--- src/design/rmw_pkg.sv ---
// package of constants for the rmw bit and block move engine
// Contract
// RL1: writes to unmapped addresses change no storage and are dropped.
// RL2: reads from unmapped addresses return undefined data.
// RL3: block move copies count bytes from source pointer to destination pointer.
// RL4: software keeps destination end at or below top of 24-bit space.
// RL5: bit ops read whole byte, change one bit, write byte back.
// RL6: shared address: read gives running count, write loads reload register.
// RL7: port data read gives pin for inputs, latch for outputs.
// RL8: write-only direction register reads back all ones.
// RL9: direction bit zero makes pin input, one makes it output.
// RL10: software keeps a shadow copy and writes whole byte to port.
package rmw_pkg;
    localparam int          ADDR_W          = 24;
    localparam int          RAM_WORDS       = 256;
    localparam int          RAM_AW          = 8;
    // address map
    localparam logic [23:0] RAM_BASE        = 24'h00_ff00;
    localparam logic [23:0] RAM_TOP         = 24'h00_ffff;
    localparam logic [23:0] ADDR_PORT_DATA  = 24'hff_ffd8;
    localparam logic [23:0] ADDR_PORT_DIR   = 24'hff_ffe8;
    localparam logic [23:0] ADDR_TIMER      = 24'hff_ffb0;
    localparam logic [23:0] ADDR_MAX        = 24'hff_ffff;
    // reset values and fixed read data
    localparam logic [7:0]  LATCH_RST       = 8'h00;
    localparam logic [7:0]  DIR_RST         = 8'h00;
    localparam logic [7:0]  RELOAD_RST      = 8'h00;
    localparam logic [7:0]  ALL_ONES        = 8'hff;
    localparam logic [7:0]  UNMAPPED_DATA   = 8'h00;
    // operation codes
    localparam logic [2:0]  OP_SET          = 3'h0;
    localparam logic [2:0]  OP_CLEAR        = 3'h1;
    localparam logic [2:0]  OP_INVERT       = 3'h2;
    localparam logic [2:0]  OP_STORE        = 3'h3;
    localparam logic [2:0]  OP_STORE_INV    = 3'h4;
    localparam logic [2:0]  OP_MOVE_WORD    = 3'h5;
    localparam logic [2:0]  OP_MOVE_BYTE    = 3'h6;
    localparam logic [2:0]  OP_NONE         = 3'h7;

    typedef enum logic [4:0] {
        RMW_IDLE  = 5'b0_0001,
        RMW_READ  = 5'b0_0010,
        RMW_WRITE = 5'b0_0100,
        RMW_MREAD = 5'b0_1000,
        RMW_MWRIT = 5'b1_0000
    } rmw_state_e;
endpackage

--- src/design/rmw_mem.sv ---
// on-chip bus: ram, port five, reload timer, unmapped decode
`timescale 1ns/1ns
`default_nettype none
module rmw_mem (
    // clock and control
    input  wire logic        core_clk_in,
    input  wire logic        srst_in,
    input  wire logic        ce_in,
    // bus
    input  wire logic [23:0] addr_in,
    input  wire logic        wr_in,
    input  wire logic [7:0]  wdata_in,
    output logic      [7:0]  rdata_out,
    // port pins and timer count
    input  wire logic [7:0]  pin_in,
    output logic      [7:0]  pin_out,
    output logic      [7:0]  pin_oe_out,
    output logic      [7:0]  count_out
);
    typedef struct packed {
        logic [7:0] latch;
        logic [7:0] dir;
        logic [7:0] reload;
        logic [7:0] count;
    } rmw_mem_s;

    rmw_mem_s   st;
    rmw_mem_s   next_st;
    logic [7:0] ram [rmw_pkg::RAM_WORDS];
    logic       in_ram;

    assign in_ram = (addr_in >= rmw_pkg::RAM_BASE) && (addr_in <= rmw_pkg::RAM_TOP);

    // ------------------------------------------------------------
    // read mux
    // ------------------------------------------------------------
    always_comb begin
        if (in_ram) begin
            rdata_out = ram[addr_in[rmw_pkg::RAM_AW-1:0]];
        end else if (addr_in == rmw_pkg::ADDR_PORT_DATA) begin
            rdata_out = (st.dir & st.latch) | (~st.dir & pin_in); // [RL7]
        end else if (addr_in == rmw_pkg::ADDR_PORT_DIR) begin
            rdata_out = rmw_pkg::ALL_ONES; // [RL8]
        end else if (addr_in == rmw_pkg::ADDR_TIMER) begin
            rdata_out = st.count; // [RL6]
        end else begin
            rdata_out = rmw_pkg::UNMAPPED_DATA; // [RL2]
        end
    end

    // ------------------------------------------------------------
    // register update
    // ------------------------------------------------------------
    always_comb begin
        next_st = st;
        next_st.count = (st.count == 8'h00) ? st.reload : st.count - 8'h01;
        if (wr_in) begin
            case (addr_in)
                rmw_pkg::ADDR_PORT_DATA: next_st.latch = wdata_in;
                rmw_pkg::ADDR_PORT_DIR:  next_st.dir = wdata_in;
                rmw_pkg::ADDR_TIMER:     next_st.reload = wdata_in; // [RL6]
                default:                 next_st = next_st; // [RL1]
            endcase
        end
    end

    always_ff @(posedge core_clk_in) begin
        if (srst_in) begin
            st <= '{rmw_pkg::LATCH_RST, rmw_pkg::DIR_RST, rmw_pkg::RELOAD_RST, 8'h00};
        end else if (ce_in) begin
            st <= next_st;
            if (wr_in && in_ram) begin
                ram[addr_in[rmw_pkg::RAM_AW-1:0]] <= wdata_in;
            end
        end
    end

    assign pin_out    = st.latch;
    assign pin_oe_out = st.dir; // [RL9]
    assign count_out  = st.count;
endmodule
`default_nettype wire

--- src/design/rmw_core.sv ---
// cpu bit manipulation and block move engine over the internal bus
`timescale 1ns/1ns
`default_nettype none
module rmw_core (
    // clock and control
    input  wire logic        core_clk_in,
    input  wire logic        srst_in,
    input  wire logic        ce_in,
    // command
    input  wire logic        start_in,
    input  wire logic [2:0]  op_in,
    input  wire logic [23:0] addr_in,
    input  wire logic [2:0]  bit_in,
    input  wire logic        carry_in,
    input  wire logic [23:0] source_pointer_reg_in,
    input  wire logic [23:0] dest_pointer_reg_in,
    input  wire logic [15:0] count_reg_word_in,
    // status
    output logic             busy_out,
    output logic             done_out,
    output logic      [7:0]  last_data_out,
    output logic      [23:0] source_pointer_reg_out,
    output logic      [23:0] dest_pointer_reg_out,
    output logic      [15:0] count_reg_out,
    // port five pins and timer count
    input  wire logic [7:0]  pin_in,
    output logic      [7:0]  pin_out,
    output logic      [7:0]  pin_oe_out,
    output logic      [7:0]  count_out
);
    typedef rmw_pkg::rmw_state_e rmw_state_e_t;
    typedef struct packed {
        rmw_state_e_t state;
        logic [2:0]   op;
        logic [2:0]   bitn;
        logic         carry;
        logic [23:0]  addr;
        logic [23:0]  src;
        logic [23:0]  dst;
        logic [15:0]  cnt;
        logic [7:0]   data;
        logic         done;
    } rmw_core_s;

    rmw_core_s   st;
    rmw_core_s   next_st;
    logic [23:0] bus_addr;
    logic        bus_wr;
    logic [7:0]  bus_wdata;
    logic [7:0]  bus_rdata;
    logic [7:0]  mask;
    logic [7:0]  pin_q;
    logic [7:0]  oe_q;
    logic [7:0]  cnt_q;

    rmw_mem u_mem (
        .core_clk_in (core_clk_in),
        .srst_in     (srst_in),
        .ce_in       (ce_in),
        .addr_in     (bus_addr),
        .wr_in       (bus_wr),
        .wdata_in    (bus_wdata),
        .rdata_out   (bus_rdata),
        .pin_in      (pin_in),
        .pin_out     (pin_q),
        .pin_oe_out  (oe_q),
        .count_out   (cnt_q)
    );

    assign mask = 8'h01 << st.bitn;

    // ------------------------------------------------------------
    // bus drive
    // ------------------------------------------------------------
    always_comb begin
        bus_addr  = st.addr;
        bus_wr    = 1'b0;
        bus_wdata = st.data;
        case (st.state)
            rmw_pkg::RMW_WRITE: bus_wr = 1'b1; // [RL5]
            rmw_pkg::RMW_MREAD: bus_addr = st.src;
            rmw_pkg::RMW_MWRIT: begin
                bus_addr = st.dst;
                bus_wr   = 1'b1;
            end
            default:            bus_wr = 1'b0;
        endcase
    end

    // ------------------------------------------------------------
    // sequencer
    // ------------------------------------------------------------
    always_comb begin
        next_st      = st;
        next_st.done = 1'b0;
        case (st.state)
            rmw_pkg::RMW_IDLE: begin
                if (start_in) begin
                    next_st.op    = op_in;
                    next_st.bitn  = bit_in;
                    next_st.carry = carry_in;
                    next_st.addr  = addr_in;
                    next_st.src   = source_pointer_reg_in;
                    next_st.dst   = dest_pointer_reg_in;
                    next_st.cnt   = (op_in == rmw_pkg::OP_MOVE_BYTE) ?
                                    {8'h00, count_reg_word_in[7:0]} : count_reg_word_in; // [RL3]
                    if (op_in == rmw_pkg::OP_MOVE_WORD || op_in == rmw_pkg::OP_MOVE_BYTE) begin
                        next_st.state = rmw_pkg::RMW_MREAD;
                    end else if (op_in == rmw_pkg::OP_NONE) begin
                        next_st.done = 1'b1;
                    end else begin
                        next_st.state = rmw_pkg::RMW_READ;
                    end
                end
            end
            rmw_pkg::RMW_READ: begin
                // whole byte read then one bit changed [RL5]
                case (st.op)
                    rmw_pkg::OP_SET:       next_st.data = bus_rdata | mask;
                    rmw_pkg::OP_CLEAR:     next_st.data = bus_rdata & ~mask;
                    rmw_pkg::OP_INVERT:    next_st.data = bus_rdata ^ mask;
                    rmw_pkg::OP_STORE:     next_st.data = st.carry ? (bus_rdata | mask)
                                                                   : (bus_rdata & ~mask);
                    rmw_pkg::OP_STORE_INV: next_st.data = st.carry ? (bus_rdata & ~mask)
                                                                   : (bus_rdata | mask);
                    default:               next_st.data = bus_rdata;
                endcase
                next_st.state = rmw_pkg::RMW_WRITE;
            end
            rmw_pkg::RMW_WRITE: begin
                next_st.done  = 1'b1;
                next_st.state = rmw_pkg::RMW_IDLE;
            end
            rmw_pkg::RMW_MREAD: begin
                if (st.cnt == 16'h0000) begin
                    next_st.done  = 1'b1;
                    next_st.state = rmw_pkg::RMW_IDLE;
                end else begin
                    next_st.data  = bus_rdata; // [RL3]
                    next_st.state = rmw_pkg::RMW_MWRIT;
                end
            end
            rmw_pkg::RMW_MWRIT: begin
                next_st.src   = st.src + 24'h00_0001; // [RL3]
                next_st.dst   = st.dst + 24'h00_0001; // [RL4]
                next_st.cnt   = st.cnt - 16'h0001;
                next_st.state = rmw_pkg::RMW_MREAD;
            end
            default:            next_st.state = rmw_pkg::RMW_IDLE;
        endcase
    end

    always_ff @(posedge core_clk_in) begin
        if (srst_in) begin
            st       <= '0;
            st.state <= rmw_pkg::RMW_IDLE;
            pin_out    <= 8'h00;
            pin_oe_out <= 8'h00;
            count_out  <= 8'h00;
        end else if (ce_in) begin
            st         <= next_st;
            pin_out    <= pin_q;
            pin_oe_out <= oe_q;
            count_out  <= cnt_q;
        end
    end

    assign busy_out               = (st.state != rmw_pkg::RMW_IDLE);
    assign done_out               = st.done;
    assign last_data_out          = st.data;
    assign source_pointer_reg_out = st.src;
    assign dest_pointer_reg_out   = st.dst;
    assign count_reg_out          = st.cnt;
endmodule
`default_nettype wire

--- config.mk ---
export PLATFORM = sky130hd
export DESIGN_NAME = rmw_core
export DESIGN_NICKNAME = d
export VERILOG_FILES = /design/src/design/rmw_pkg.sv /design/src/design/rmw_mem.sv /design/src/design/rmw_core.sv
export SDC_FILE = /design/constraint.sdc
export NUM_CORES = 2
export LEC_CHECK = 0
export ABC_CLOCK_PERIOD_IN_PS = 5900
export BUFFER_PORTS_ARGS = -buffer_cell sky130_fd_sc_hd__buf_4
export CAP_MARGIN = 15
export CORE_MARGIN = 4
export CORE_UTILIZATION = 60
export CTS_CLUSTER_DIAMETER = 120
export DETAILED_ROUTE_END_ITERATION = 8
export PLACE_DENSITY_LB_ADDON = 0.08
export SLEW_MARGIN = 20
export SYNTH_ARGS = -nofsm -noshare
export SYNTH_HDL_FRONTEND = slang
export SYNTH_SLANG_ARGS = --single-unit
--- constraint.sdc ---
create_clock -name core_clk_in -period 5.9 [get_ports core_clk_in]
set_input_delay 0 -clock core_clk_in [delete_from_list [all_inputs] [get_ports core_clk_in]]
set_output_delay 0 -clock core_clk_in [all_outputs]
set_load 0.005 [all_outputs]
* Yosys cells after proc, flatten, opt, wreduce, memory -nomap -nowiden
Memory sizes are Yosys's and may differ from the RTL's.
Cells that the tools add are included.
** Storage, ports and cells
- Word-level logic and storage cells :: 96
- RAM bits :: 2048
- Register bits after elaboration :: 165
- Input bits :: 107
- Output and inout port bits :: 98
- Memories kept :: 1
** Cells by class
- $lt $le $gt $ge :: 2
- Shift operators :: 1
- Eq/ne operators :: 19
- Bitwise operators :: 8
- Muxes and demuxes :: 28
- $add $sub $neg :: 4
- Reductions and logical operators :: 16
** Memories
- u_mem.ram :: depth 256, width 8, rd ports 1, clocked after memory_dff 0, wr ports 1, RTL line rmw_mem.sv:29 : logic [7:0] ram [rmw_pkg::RAM_WORDS];
** Operators by type and width (count)
- 64-bit one-hot mux with 2 select lines :: 1
- 100-bit two-way mux :: 1
- 24-bit equality test, second input constant :: 3
- 8-bit two-way mux :: 8
- 24-bit by 1-bit adder with 24-bit output, second input constant :: 2
- 24-bit one-hot mux with 2 select lines :: 1
- 8-bit one-hot mux with 5 select lines :: 1
- 8-bit AND :: 3
- 24-bit by 16-bit >= comparator with 1-bit output, second input constant :: 1
- 24-bit by 16-bit less-or-equal comparator with 1-bit output, second input constant :: 1
- 3-bit AND reduction :: 7
- 5-bit one-hot mux with 4 select lines :: 1
- 16-bit zero test :: 1
- 16-bit two-way mux :: 1
- 8-bit inverter :: 2
- 8-bit bitwise OR :: 2
- 8-bit one-hot mux with 2 select lines :: 1
- 16-bit by 1-bit subtractor with 16-bit output, second input constant :: 1
- 5-bit two-way mux :: 3
- 3-bit equality test, second input constant :: 4
- 1-bit two-way mux :: 9
- 8-bit zero test :: 1
- 1-bit by 3-bit << shifter with 8-bit output, first input constant :: 1
- 8-bit by 1-bit subtractor with 8-bit output, second input constant :: 1
- other kinds (17) :: 21

* Longest topological paths before layout
- Depth in word-level cells :: 11
- Mapped depth :: 25
- Gate-level depth less buffers :: 19

* By module
From an unflattened synthesis, not the netlist that was laid out.
** Unflattened totals
- Cell total of the unflattened synthesis :: 5023
- Area, all modules :: 89624.7 sq um
** By module, submodules not included
- rmw_mem :: sequential area each 62139.6 sq um, instances 1, cells each 3938, area an instance 81245.4 sq um
- rmw_core :: sequential area each 2662.6 sq um, instances 1, cells each 1085, area an instance 8379.3 sq um

* Worst setup path before layout
No wires, ideal clock.
- Path type :: register -> register
- Start :: reg st, in the netlist last_data_out[0]
- End :: mem u_mem.ram[0][0] (data pin)
- Arrival :: 3.458 ns
- Path slack :: 1.573 ns
- Data required time :: 5.032 ns
- Path buffers :: 0
- Library setup time :: 0.868 ns
- Clock period less this slack :: 4.327 ns
- Cell stages (with the launch flop) :: 1
- Cell sequence :: dfxtp_1
** RTL lines
- start, declared :: RTL line rmw_core.sv:45 : rmw_core_s st;
- start signal, assigned :: RTL line rmw_core.sv:161 : st <= next_st;
- end, declared :: RTL line rmw_mem.sv:29
Straight into the memory's write port.

* Final worst setup path
- Start :: reg st[107] (netlist name)
- End :: reg st, in the netlist last_data_out[4]
** On the way
- Word-level cells in the longest chain between the ends :: 11
- Elaborated cells between the ends (all ways) :: 26
- Classes of those cells :: 2 x order compare; 7 x eq/ne; 10 x mux; 3 x bitwise; 3 x reduce/logical; 1 x memory
** RTL lines
- parallel branches: the longest is 11 deep, another holds memory read 256 x 8 bit
Several ways; the timed one is not identified. The select of a mux whose other input is x is not followed.
A chain may end at the register's enable or synchronous reset.

==> metrics <==
Final TNS setup 0 ns; post-synthesis mux area share under 10%; Synth Area in XOR/XNOR 0.109%; number of synthesized flops with an enable pin between 2000 and 2500; clock root cell clkbuf_16; slew margin rel. 17.6%; Crit path top cell by count buf_4; #FFs+latches synth about 2200; pre-CTS setup slack -0.0263 ns; main combinational cell family by area after synthesis compound AO/OA/AOI/OAI gates; vias in the first global route around 57000; Post-DP Area 92600 um2; fin crit share 97.8%; fin crit period between 5 and 6 ns; post-synthesis area per instance around 14 um2; RSZ-0062 raised after global routing no; commonest non-fill, non-tap cell in the layout edfxtp_1; global placement routability congestion between 0.9 and 1; global routing met3 resource utilization roughly 7.7%; asr flop ratio synth 0%; initial core utilization 60.5%; leakage 33.6 nW; DR iter-0 viols about 8900; Core ar. around 150000 um2; CP Buf/Inv Count 3; fmax approximately 170 MHz; Critical Path Start Type register; Power Dens Cells about 320 nW/um2; pin count of the biggest net entering global routing 180; max-cap viol count 0; Final #Nets 6713; commonest non-fill, non-tap cells in the layout edfxtp_1 (2048), o22ai_1 (701), buf_4 (447); worst setup margin approximately 0.13 ns; # rows between 100 and 150; WP data arrival around 6.5 ns; Slowest-stage cell, CP nor4_2; outcome completed; Mapped Nets about 6400; Die X about 400 um; CTS Buf Count approximately 210; clk_lat worst skew between 0.8 and 0.9 ns; DRC 0; Hold Crit Class in2reg; Pwr Total between 30 and 40 mW; CTS tree yes; Layout Skew around 0.036 ns; sequential-to-total area share from yosys stat approximately three quarters; Worst VDD drop about 0.32 mV; design area slightly above 100000 um2; Avg WL per Cell between 30 and 40 um; Worst-path clk slew 0.06 ns; critical path data required time around 6.7 ns; first-pass GRT wire length 396 mm; CP cell instances buf_4, or4_4, o22ai_1, and2_1, nor4_2, nand2_1, o32ai_1, nor4_4, buf_4, o22a_1, nand3_1, buf_4, nand2_1, ha_1, a211oi_1, a21oi_1, nor2_1, nor2_1, o21ai_0, a31oi_1, o21ai_1; Longest Clk Path Bufs 3; Compound-Gate Fraction of Synth Area 13.7%; YS warnings 0; simple-gate share of the synthesized area 7.87%; Crit path max-delay family simple AND/OR/NAND/NOR gates; adder-cell share of the synthesized area less than 1%; Die Y slightly below 400 um; Worst path max stage delay ~1 ns; crit end category register; main flop type after synthesis edfxtp_1; # IOs ~210; Post-Syn Instances about 6300; antenna violation net count after detailed routing 0; clock tree sinks ~2200; H-tree levels 4; distinct cell type count after synthesis roughly 90; initial antenna violation count 8; Routed Wire Length around 270 mm; dpl hpwl between 150 and 200 mm; met1 usage roughly half; critical path peak fanout 37; layout cells sized above 1 ~14%; Slew Limit Fails 0; Port Buffer Count 204; Tightest Pin Transition about 1.2 ns; Final setup viols 0; DRT Pass-1 Iters 8; Vias/cell about 7.0; Syn-to-layout area delta 14.7%; WS Path Type reg2reg; Die ar. between 150000 and 200000 um2; mapped cell area 88400 um2; overall global routing resource usage about a third; Final Util around 69%; remaining global-route overflow 0; met2 GRT Util 52.6%; routed via count 60598; busiest grt layer met2; Final Hold Viols 0
final timing paths:
path	start	to	slack (ns)	cells past startpoint
worst max-delay path	st[107]$_SDFFE_PP0P_	last_data_out[4]$_SDFFE_PP0P_	0.13	21
worst min-delay path	source_pointer_reg_in[17]	source_pointer_reg_out[17]$_SDFFE_PP0P_	0.04	4
worst max register to register	st[107]$_SDFFE_PP0P_	last_data_out[4]$_SDFFE_PP0P_	0.13	21
worst min register to register	st[84]$_SDFFE_PP0P_	st[84]$_SDFFE_PP0P_	0.47	2
registers in the layout, indices dropped and copies added, names as in the netlist, 16 cells and up:
signal	count
count_reg_out	16
dest_pointer_reg_out	24
source_pointer_reg_out	24
st	36
u_mem.ram	2048
metal layers:
layer / up-vias / wire (um) / share of wire, %
met5: - / 30 / 0.011
met3: 709 / 32700 / 12
met1: 29999 / 105000 / 38
met4: 4 / 13100 / 4.8
li1: 25583 / - / -
met2: 4303 / 123000 / 45
timing repair:
item | in CTS | in global routing
resized for setup | 2 | 8
cloned | 0 | 1
setup buffers | 0 | 22
pin swaps | 0 | 7
setup endpoints to repair | 1 | 7
hold buffers | 169 | 0
hold endpoints to repair | 158 | 0
cell type report:
type | count | area, um2
inverter | 32 | 120
sequential | 2213 | 64800
multi-input combinational | 3452 | 21000
antenna | 7 | 17.5
tap | 1917 | 2400
timing repair buffer | 674 | 6200
clock buffer | 261 | 5570
clock inverter | 133 | 1240
fill | 9822 | 44700
through the flow:
step,instances,hold slack (ns)
5_1_grt,8684,0.0313
2_1_floorplan,6266,0.136
3_5_place_dp,8096,0.258
6_report,8689,0.0423
3_3_place_gp,8095,0.252
4_1_cts,8659,0.00166
worst register-to-register path, stage by stage (launching register included):
cell and delay (ns):
dfxtp_1 0.32, buf_4 0.38, or4_4 0.32, o22ai_1 0.11, and2_1 0.20, nor4_2 1.03, nand2_1 0.55, o32ai_1 0.66
nor4_4 0.20, buf_4 0.20, o22a_1 0.20, nand3_1 0.11, buf_4 0.11, nand2_1 0.05, ha_1 0.32, a211oi_1 0.26
a21oi_1 0.07, nor2_1 0.17, nor2_1 0.06, o21ai_0 0.17, a31oi_1 0.07, o21ai_1 0.13
power breakdown:
group          total [mW]  internal (mW)  switching (mW)
logic                2.54          0.917            1.63
registers            17.1           16.9           0.105
clock network        13.4           7.54            5.82
logic make-up after synthesis:
logic type,after synthesis
DFF,2213
xor gates and xnor gates,11
buffers and inverters,601
AOI/OAI and AO/OA,1836
and+or+nand+nor,1465
adders and majority gates,21
muxes,119
synthesized netlist by cell type (11+ instances only):
library cell,instances,area [um2]
a2111o_1,12,135
a2111oi_0,68,596
a211oi_1,145,1090
a21oi_1,188,941
a221oi_1,12,105
a22oi_1,22,165
a311oi_1,28,245
a31oi_1,45,282
a41oi_1,32,280
and2_1,17,106
and3_1,108,676
buf_1,54,203
buf_2,159,796
buf_4,84,631
buf_6,21,236
clkbuf_1,250,938
dfxtp_1,165,3300
edfxtp_1,2048,61500
ha_1,21,263
inv_1,30,113
mux2i_1,115,1150
nand2_1,402,1510
nand2_4,17,191
nand3_1,164,821
nand4_1,26,163
nor2_1,428,1610
nor2_2,20,125
nor2b_1,11,68.8
nor3_1,160,801
nor4_1,56,350
o2111ai_1,15,131
o21ai_0,313,1570
o21ai_1,19,95.1
o221ai_1,79,692
o22a_1,27,236
o22ai_1,702,4390
o311a_1,14,140
o31ai_1,21,158
o32ai_1,28,245
(Power assumes the default switching activity.)
